==> src/verilog/cjpc_pkg.sv <==
package cjpc_pkg;

  // core clock rate
  localparam real CLK_MHZ        = 10.0;
  // least low width of the reconfiguration request, in us
  localparam real RECONF_MIN_US  = 0.32;
  localparam int  RECONF_MIN_CYC = ($ceil(RECONF_MIN_US * CLK_MHZ) < 1.0) ? 1 :
                                   int'($ceil(RECONF_MIN_US * CLK_MHZ));
  // least delay from done high to user mode, in us
  localparam real USER_MIN_US    = 25.0;
  localparam int  USER_MIN_CYC   = ($ceil(USER_MIN_US * CLK_MHZ) < 1.0) ? 1 :
                                   int'($ceil(USER_MIN_US * CLK_MHZ));

  // counter widths
  localparam int CNT_W  = 13;
  localparam int RLOW_W = 4;
  localparam logic [CNT_W-1:0]  USER_MIN_CNT   = CNT_W'(USER_MIN_CYC - 1);
  localparam logic [RLOW_W-1:0] RECONF_MIN_CNT = RLOW_W'(RECONF_MIN_CYC);

  // synchronised pin lanes
  localparam int PIN_N    = 5;
  localparam int PIN_TCK  = 0;
  localparam int PIN_TMS  = 1;
  localparam int PIN_TDI  = 2;
  localparam int PIN_RCF  = 3;
  localparam int PIN_DONE = 4;
  localparam logic [PIN_N-1:0] PIN_RST = 5'h1F;

  // instruction and data register layout
  localparam int IR_W = 4;
  localparam int ID_W = 32;
  localparam logic [IR_W-1:0] IR_CAPTURE  = 4'h1;
  localparam logic [IR_W-1:0] INS_IDCODE  = 4'h2;
  localparam logic [IR_W-1:0] INS_BYPASS  = 4'hF;
  localparam logic [ID_W-1:0] DR_ZERO     = 32'h0000_0000;

  // test controller states
  typedef enum logic [3:0] {
    TAP_RESET  = 4'hF, TAP_IDLE   = 4'hC, TAP_SEL_DR = 4'h7, TAP_CAP_DR = 4'h6,
    TAP_SH_DR  = 4'h2, TAP_EX1_DR = 4'h1, TAP_PA_DR  = 4'h3, TAP_EX2_DR = 4'h0,
    TAP_UPD_DR = 4'h5, TAP_SEL_IR = 4'h4, TAP_CAP_IR = 4'hE, TAP_SH_IR  = 4'hA,
    TAP_EX1_IR = 4'h9, TAP_PA_IR  = 4'hB, TAP_EX2_IR = 4'h8, TAP_UPD_IR = 4'hD
  } cjpc_tap_t;

  // configuration sequencer states
  typedef enum logic [1:0] {
    CFG_LOAD = 2'h0,
    CFG_WAIT = 2'h1,
    CFG_USER = 2'h3
  } cjpc_cfg_t;

endpackage

==> src/verilog/cjpc_top.sv <==
`timescale 1ns/1ps
module cjpc_top #(
  parameter int unsigned                 CFG_LOAD_CYC = 64,          // bitstream load length in cycles
  parameter logic [cjpc_pkg::ID_W-1:0]   ID_VALUE     = 32'h0000_0001 // arbitrary identity value
) (
  input  wire logic core_clk,
  input  wire logic nrst,
  input  wire logic reconfig_req_n,
  input  wire logic config_done_flag_pin,
  output logic      config_done_flag_dat,
  output logic      config_done_flag_oe,
  input  wire logic tck,
  input  wire logic tms,
  input  wire logic tdi,
  output logic      tms_pu_en,
  output logic      tdi_pu_en,
  output logic      tdo,
  output logic      tdo_oe,
  output logic      cfg_busy,
  output logic      user_mode,
  output logic      sys_rst_n
);
  import cjpc_pkg::*;

  // load length as a counter compare value
  localparam logic [CNT_W-1:0] LOAD_CNT = CNT_W'(CFG_LOAD_CYC - 1);

  // reset release
  // reset asserts at once and lifts two core_clk edges later
  logic rst_s1_q;  // first release stage
  logic rst_n_q;   // released reset used everywhere

  // two-stage release so reset removal is clean to core_clk
  always_ff @(posedge core_clk or negedge nrst) begin
    if (!nrst) begin
      rst_s1_q <= 1'b0;
      rst_n_q  <= 1'b0;
    end else begin
      rst_s1_q <= 1'b1;
      rst_n_q  <= rst_s1_q;
    end
  end

  // pin sampling
  // every pin is outside this clock domain, so each passes three stages
  logic [PIN_N-1:0] pin_raw;   // pins gathered into lanes
  logic [PIN_N-1:0] s1_q;      // first stage, read only by s2
  logic [PIN_N-1:0] s2_q;      // second stage
  logic [PIN_N-1:0] s3_q;      // third stage
  logic [PIN_N-1:0] lvl_q;     // accepted level per lane
  logic [PIN_N-1:0] lvl_d;

  // lane order matches the pin lane positions of the package
  assign pin_raw = {config_done_flag_pin, reconfig_req_n, tdi, tms, tck};

  // a lane moves only once stages two and three agree
  // holding the old level while they differ filters a one-cycle glitch
  always_comb begin
    lvl_d = (s2_q & s3_q) | (lvl_q & (s2_q | s3_q));
  end

  // pins idle high, so reset the chain to ones
  always_ff @(posedge core_clk or negedge rst_n_q) begin
    if (!rst_n_q) begin
      s1_q  <= PIN_RST;
      s2_q  <= PIN_RST;
      s3_q  <= PIN_RST;
      lvl_q <= PIN_RST;
    end else begin
      s1_q  <= pin_raw;
      s2_q  <= s1_q;
      s3_q  <= s2_q;
      lvl_q <= lvl_d;
    end
  end

  // weak pull-ups stay on: an undriven pin reads as one
  assign tms_pu_en = 1'b1;
  assign tdi_pu_en = 1'b1;

  // test clock edges
  // the test clock is only sampled; its edges become one-cycle pulses
  // limitation: each test clock phase must last several core_clk cycles
  logic tck_prev_q;  // last accepted test clock
  logic tck_rise;    // one-cycle pulse on test clock rise
  logic tck_fall;    // one-cycle pulse on test clock fall
  logic tms_s;       // accepted mode-select
  logic tdi_s;       // accepted serial data

  assign tck_rise = lvl_q[PIN_TCK] & ~tck_prev_q;
  assign tck_fall = ~lvl_q[PIN_TCK] & tck_prev_q;
  assign tms_s    = lvl_q[PIN_TMS];
  assign tdi_s    = lvl_q[PIN_TDI];

  // test controller
  // state and registers move only on the edge pulses, never on core_clk alone
  cjpc_tap_t         tap_q, tap_d;      // controller state
  logic [IR_W-1:0]   ir_q, ir_d;        // active instruction
  logic [IR_W-1:0]   irs_q, irs_d;      // instruction shift stage
  logic [ID_W-1:0]   drs_q, drs_d;      // data shift stage
  logic              tdo_q, tdo_d;      // serial output bit
  logic              tdoe_q, tdoe_d;    // serial output enable
  logic              sel_id;            // identity register selected

  // any instruction other than identity falls back to the one-bit path
  assign sel_id = (ir_q == INS_IDCODE);

  // next controller values; state and shifts move on rise, output on fall
  always_comb begin
    tap_d  = tap_q;
    ir_d   = ir_q;
    irs_d  = irs_q;
    drs_d  = drs_q;
    tdo_d  = tdo_q;
    tdoe_d = tdoe_q;
    if (tck_rise) begin
      // standard step on the sampled mode-select
      case (tap_q)
        TAP_RESET:  tap_d = tms_s ? TAP_RESET  : TAP_IDLE;
        TAP_IDLE:   tap_d = tms_s ? TAP_SEL_DR : TAP_IDLE;
        // data column
        TAP_SEL_DR: tap_d = tms_s ? TAP_SEL_IR : TAP_CAP_DR;
        TAP_CAP_DR: tap_d = tms_s ? TAP_EX1_DR : TAP_SH_DR;
        TAP_SH_DR:  tap_d = tms_s ? TAP_EX1_DR : TAP_SH_DR;
        TAP_EX1_DR: tap_d = tms_s ? TAP_UPD_DR : TAP_PA_DR;
        TAP_PA_DR:  tap_d = tms_s ? TAP_EX2_DR : TAP_PA_DR;
        TAP_EX2_DR: tap_d = tms_s ? TAP_UPD_DR : TAP_SH_DR;
        TAP_UPD_DR: tap_d = tms_s ? TAP_SEL_DR : TAP_IDLE;
        // instruction column
        TAP_SEL_IR: tap_d = tms_s ? TAP_RESET  : TAP_CAP_IR;
        TAP_CAP_IR: tap_d = tms_s ? TAP_EX1_IR : TAP_SH_IR;
        TAP_SH_IR:  tap_d = tms_s ? TAP_EX1_IR : TAP_SH_IR;
        TAP_EX1_IR: tap_d = tms_s ? TAP_UPD_IR : TAP_PA_IR;
        TAP_PA_IR:  tap_d = tms_s ? TAP_EX2_IR : TAP_PA_IR;
        TAP_EX2_IR: tap_d = tms_s ? TAP_UPD_IR : TAP_SH_IR;
        TAP_UPD_IR: tap_d = tms_s ? TAP_SEL_DR : TAP_IDLE;
        // escape from an illegal code
        default:    tap_d = TAP_RESET;
      endcase
      // register actions in the state being left
      case (tap_q)
        TAP_RESET:  ir_d  = INS_IDCODE;
        // fixed capture pattern lets a host check the path
        TAP_CAP_IR: irs_d = IR_CAPTURE;
        TAP_SH_IR:  irs_d = {tdi_s, irs_q[IR_W-1:1]};
        // identity value or the bypass zero
        TAP_CAP_DR: drs_d = sel_id ? ID_VALUE : DR_ZERO;
        TAP_SH_DR: begin
          // path length follows the selected register
          if (sel_id) begin
            drs_d = {tdi_s, drs_q[ID_W-1:1]};
          end else begin
            drs_d = {drs_q[ID_W-1:1], tdi_s};
          end
        end
        default: begin
          // no register action in other states
        end
      endcase
    end
    if (tck_fall) begin
      // instruction takes effect on fall in update, as the real port does
      if (tap_q == TAP_UPD_IR) begin
        ir_d = irs_q;
      end
      // output follows the shift stage of the path in use
      tdo_d  = (tap_q == TAP_SH_IR) ? irs_q[0] : drs_q[0];
      // enabled only while a shift state is current
      tdoe_d = (tap_q == TAP_SH_IR) || (tap_q == TAP_SH_DR);
    end
  end

  // controller state only; config restart never touches it
  // the test clock copy starts high, so no false fall follows reset
  always_ff @(posedge core_clk or negedge rst_n_q) begin
    if (!rst_n_q) begin
      tap_q      <= TAP_RESET;
      ir_q       <= INS_IDCODE;
      irs_q      <= IR_CAPTURE;
      drs_q      <= DR_ZERO;
      tdo_q      <= 1'b0;
      tdoe_q     <= 1'b0;
      tck_prev_q <= 1'b1;
    end else begin
      tap_q      <= tap_d;
      ir_q       <= ir_d;
      irs_q      <= irs_d;
      drs_q      <= drs_d;
      tdo_q      <= tdo_d;
      tdoe_q     <= tdoe_d;
      tck_prev_q <= lvl_q[PIN_TCK];
    end
  end

  // disabled output still takes the shift stage bit on each fall; the pad floats it
  // the pad turns a low enable into high impedance
  assign tdo    = tdo_q;
  assign tdo_oe = tdoe_q;

  // configuration sequencer
  // load, wait for the wire to go high, then count the user-entry delay
  cjpc_cfg_t          cfg_q, cfg_d;      // sequencer state
  logic [CNT_W-1:0]   cnt_q, cnt_d;      // load or user-entry count
  logic [RLOW_W-1:0]  rlow_q, rlow_d;    // request low width, saturating
  logic               rcf_prev_q;        // last accepted request level
  logic               oe_q, oe_d;        // done flag pull-down
  logic               user_q, user_d;    // user mode reached
  logic               rcf_rise;          // request released
  logic               restart;           // valid reconfiguration request
  logic               done_hi;           // done flag seen high on the wire

  // a request edge only counts after a long enough low
  assign rcf_rise = lvl_q[PIN_RCF] & ~rcf_prev_q;
  assign restart  = rcf_rise && (rlow_q >= RECONF_MIN_CNT);
  assign done_hi  = lvl_q[PIN_DONE];

  // next sequencer values
  always_comb begin
    cfg_d  = cfg_q;
    cnt_d  = cnt_q;
    rlow_d = rlow_q;
    // measure the low pulse; a short one is ignored
    if (!lvl_q[PIN_RCF]) begin
      if (rlow_q < RECONF_MIN_CNT) begin
        rlow_d = rlow_q + RLOW_W'(1);
      end
    end else begin
      rlow_d = '0;
    end
    case (cfg_q)
      CFG_LOAD: begin
        // bitstream load, flag held low
        if (cnt_q >= LOAD_CNT) begin
          cfg_d = CFG_WAIT;
          cnt_d = '0;
        end else begin
          cnt_d = cnt_q + CNT_W'(1);
        end
      end
      CFG_WAIT: begin
        // an outside party holding the flag low keeps us here
        if (!done_hi) begin
          cnt_d = '0;
        end else if (cnt_q >= USER_MIN_CNT) begin
          cfg_d = CFG_USER;
          cnt_d = '0;
        end else begin
          cnt_d = cnt_q + CNT_W'(1);
        end
      end
      CFG_USER: begin
        // flag dragged low again leaves user mode
        if (!done_hi) begin
          cfg_d = CFG_WAIT;
          cnt_d = '0;
        end
      end
      // unused code falls back to a fresh load
      default: begin
        cfg_d = CFG_LOAD;
        cnt_d = '0;
      end
    endcase
    // rising edge of the request restarts loading only
    if (restart) begin
      cfg_d = CFG_LOAD;
      cnt_d = '0;
    end
    // pull low until loaded, then let the resistor take it high
    oe_d   = (cfg_d == CFG_LOAD);
    user_d = (cfg_d == CFG_USER);
  end

  // sequencer registers; configuration begins out of reset
  // the request copy starts high, matching the idle pin
  always_ff @(posedge core_clk or negedge rst_n_q) begin
    if (!rst_n_q) begin
      cfg_q      <= CFG_LOAD;
      cnt_q      <= '0;
      rlow_q     <= '0;
      rcf_prev_q <= 1'b1;
      oe_q       <= 1'b1;
      user_q     <= 1'b0;
    end else begin
      cfg_q      <= cfg_d;
      cnt_q      <= cnt_d;
      rlow_q     <= rlow_d;
      rcf_prev_q <= lvl_q[PIN_RCF];
      oe_q       <= oe_d;
      user_q     <= user_d;
    end
  end

  // open drain: only ever drives zero
  assign config_done_flag_dat = 1'b0;
  assign config_done_flag_oe  = oe_q;
  // these pins carry no general-purpose path at any time
  // busy mirrors the pull-down, high for the whole load
  assign cfg_busy             = oe_q;
  assign user_mode            = user_q;
  // system side held in reset until user entry delay is over
  assign sys_rst_n            = user_q;

endmodule

==> config.mk <==
export PLATFORM = sky130hd
export DESIGN_NAME = cjpc_top
export DESIGN_NICKNAME = d
export VERILOG_FILES = /design/src/verilog/cjpc_pkg.sv /design/src/verilog/cjpc_top.sv
export SDC_FILE = /design/constraint.sdc
export NUM_CORES = 1
export LEC_CHECK = 0
export BUFFER_PORTS_ARGS = -buffer_cell sky130_fd_sc_hd__buf_2
export CORE_UTILIZATION = 65
export CTS_CLUSTER_SIZE = 28
export DETAILED_ROUTE_END_ITERATION = 10
export PLACE_DENSITY = 0.94
export SLEW_MARGIN = 20
export SYNTH_ARGS = -nofsm -noshare
export SYNTH_HDL_FRONTEND = slang
export SYNTH_SLANG_ARGS = --single-unit
==> constraint.sdc <==
create_clock -name core_clk -period 6.4 [get_ports core_clk]
set_input_delay 0 -clock core_clk [delete_from_list [all_inputs] [get_ports core_clk]]
set_output_delay 0 -clock core_clk [all_outputs]
set_load 0.02 [all_outputs]
==> results.py <==
metrics = {
    "detailed_routing": {
        "drt-pass1-iter-count": 4,
        "drc_errors": 0,
        "dr_total_vias": 2327,
        "drtAntennaViolNets": 0,
        "wl_per_cell_um": 16.3,
        "drtIter0Drc": 155,
        "via_per_inst": 5.97,
        "drt-total-wl_mm": 6.34,
    },
    "critical_path": {
        "arrival_ns": 2.39,
        "critPathCaptureType": "register",
        "r2r_start": "lvl_q[0]$_DFF_PN1_",
        "crit_family": "simple AND/OR/NAND/NOR gates",
        "critPathKind": "register to register",
        "rr_worst_depth": 5,
        "reg2reg_to": "drs_q[28]$_DFFE_PN0P_",
        "slowest_delay_ns": 0.59,
        "setup.worst_path.start_class": "register",
        "path_cells": "nand2b_1 -> nor3_1 -> nor3b_2 -> buf_4 -> a22o_1",
        "required_ns": 6.69,
        "worstPathMaxFanout": 31,
        "reg2reg_slack_ns": 4.30,
        "crit_buf_inv": 1,
        "critPathSlowestCell": "dfstp_2",
    },
    "die": {
        "die_w_um": 76.8,
        "pin_count": 16,
        "num_rows": 26,
        "core_area_sq_um": 5240,
        "start_util_pct": 69.4,
        "die-area_sq_um": 5900,
        "die_h_um": 76.8,
    },
    "power_and_ir_drop": {
        "internal-power_mw": 0.955,
        "p_comb_share_pct": 19.3,
        "peakVddDrop_uv": 236,
        "p_clk_share_pct": 25.1,
        "p_sw_mw": 0.453,
        "finalPower_mw": 1.41,
        "power_density_nw_per_um2": 352,
        "p_sw_share_pct": 32.2,
        "p_leak_nw": 1.77,
        "pwr-share-seq_pct": 55.7,
    },
    "placement": {
        "dpl_cell_area_sq_um": 3720,
        "globalplace.congestion": 0.846,
        "port_buffers": 12,
        "dp_hpwl_mm": 3.75,
    },
    "logic_synthesis": {
        "yosysWarnings": 0,
        "yosys.area.top_type": "dfrtp_1",
        "synth_seq_area_share_pct": 63.6,
        "synth.distinct_cells": 43,
        "synth_ff_type": "dfrtp_1",
        "synth.cell_area_sq_um": 3640,
        "synthCells": 298,
        "synth_top_area_share_pct": 42.7,
        "synth_edf_count": 0,
        "ys_top_cells_by_area": "dfrtp_1 43%, dfstp_2 21%, a22o_1 8.2%",
        "async_reset_ff_share_pct": 100,
        "syn_avg_cell_area_sq_um": 12.2,
        "ys_seq_elements": 91,
    },
    "clock_network": {
        "cts_setup_buffers": 0,
        "root_buffer": "clkbuf_8",
        "cts_resized": 0,
        "clk_path_buf_depth": 2,
        "insertion_delay_ns": 0.36,
        "clkSinkCount": 91,
        "cts_max_level": 3,
        "numCtsBuffers": 9,
        "path_clk_slew_ns": 0.08,
        "tritoncts": "built",
    },
    "final_layout": {
        "syn_to_final_growth_pct": 9.87,
        "final_util_pct": 76.3,
        "drive_gt1_share_pct": 21.9,
        "final_cell_mix": "61 x dfrtp_1, 34 x a22o_1, 29 x dfstp_2, 25 x nand2_1, 18 x o21ai_0",
        "final_common_cell": "dfrtp_1",
        "fin_area_sq_um": 4000,
        "nets": 325,
        "insertedDiodeCount": 0,
    },
    "sta": {
        "finalHoldViolations": 0,
        "period_share_pct": 32.8,
        "slew_violations": 0,
        "relSlewSlack_pct": 51.3,
        "rsz0062_at_grt": "no",
        "max_clock_freq_mhz": 477,
        "tightestPinTransition_ns": 0.728,
        "finalSetupTns_ns": 0,
        "skew_ns": 0.00766,
        "period_minus_slack_ns": 2.10,
        "setup_viol": 0,
    },
    "global_routing": {
        "grt_antenna_before_repair": 0,
        "grt_max_degree": 90,
        "grt-ovfl-total": 0,
        "grt_first_pass_wirelength_mm": 10.4,
        "grt_pass1_vias": 2228,
        "track_usage_pct": 23.0,
    },
    "job": {
        "drv_cap": 0,
    },
    "run_status": {
        "status": "finished, final reports clean",
    },
    "hold_path": {
        "hold_depth": 2,
        "hold_path_end": "s1_q[1]$_DFF_PN1_",
        "hold_path_class": "input port to register",
        "hp-start": "tms",
    },
}
Yosys cell counts, drive strengths merged, types with 3 or more instances:
master and instances:
a21oi 9, xnor2 5, ha 3, nor4 3
nand3 7, nand2b 8, o21ai 19, nand2 25
a22o 34, a31oi 3, clkbuf 7, buf 10
dfrtp 62, o211ai 4, nor2 16, o31ai 5
maj3 5, inv 8, nor3 9, and2 4
dfstp 29
flip-flops by register name, summed over array words and instances (netlist names), 2 cells and up:
signal	flops
s2_q	5
drs_q	32
rlow_q	4
s1_q	5
lvl_q	5
cfg_q	2
tap_q	4
s3_q	5
irs_q	4
cnt_q	13
ir_q	4
power by group through the flow:
stage	Sequential (mW)	Clock, mW	Combinational [mW]
CTS	0.784	0.359	0.257
finish	0.783	0.353	0.271
floorplan	0.754	0	0.219
global route	0.798	0.382	0.302
detailed placement	0.793	0	0.253
global placement	0.787	0	0.236
routing by layer:
metal | vias up | share of wire (%) | GRT usage, % | wire length [um]
met1 | 1167 | 44 | 30.8 | 2810
met4 | 0 | 1.4 | 6.73 | 87
met5 | - | 0 | 0 | 0
li1 | 1087 | - | - | -
met3 | 11 | 4.3 | 7.50 | 273
met2 | 62 | 50 | 36.0 | 3180
cells by family (layout without fill, tap and decap cells):
logic type / after synthesis / after routing / share of synthesized area (%)
fa+ha+maj: 8 / 8 / 2.41
flops: 91 / 91 / 63.6
xor+xnor: 7 / 7 / 1.69
buf+inv: 25 / 45 / 3.27
other cells: 2 / 4 / 0.206
compound gates: 78 / 78 / 15.6
simple gates: 84 / 84 / 12.3
mux: 3 / 3 / 0.894
what timing repair did:
action | CTS | global route
endpoints found under the setup margin | 0 | 0
hold endpoints to repair | 7 | 0
hold buffers | 7 | 0
stage by stage:
| stage | setup slack, ns | cells | hold slack (ns) |
|---|---|---|---|
| after floorplan | 3.73 | 300 | -0.296 |
| after global placement | 4.44 | 366 | -0.215 |
| after detailed placement | 4.41 | 366 | -0.213 |
| after CTS | 4.39 | 389 | 0.268 |
| after global routing | 4.17 | 390 | 0.272 |
| final | 4.30 | 390 | 0.278 |
how the worst max path moves through the flow:
stage	startpoint	cells after the start	endpoint
after floorplan	rst_n_q$_DFF_PN0_	0	cfg_q[0]$_DFF_PN0_
after global placement	ir_q[1]$_DFF_PN1_	5	drs_q[14]$_DFFE_PN0P_
after detailed placement	cnt_q[1]$_DFFE_PN0P_	6	cnt_q[6]$_DFFE_PN0P_
after CTS	ir_q[1]$_DFF_PN1_	5	drs_q[22]$_DFFE_PN0P_
after global routing	lvl_q[0]$_DFF_PN1_	5	drs_q[28]$_DFFE_PN0P_
final	lvl_q[0]$_DFF_PN1_	5	drs_q[28]$_DFFE_PN0P_
worst register-to-register path, cell delays in order, from the launching register on:
cell	delay, ns
dfstp_2	0.59
nand2b_1	0.18
nor3_1	0.46
nor3b_2	0.27
buf_4	0.32
a22o_1	0.20
area by class of cell:
class	instances	area [sq um]
Clock buffer	12	155
Sequential cell	91	2320
Fill cell	323	1240
Inverter	8	30.0
Timing Repair Buffer	21	158
Tap cell	70	87.6
Multi-Input combinational cell	184	1220
Clock inverter	4	25.0
Power figures use the tool's default switching activity.
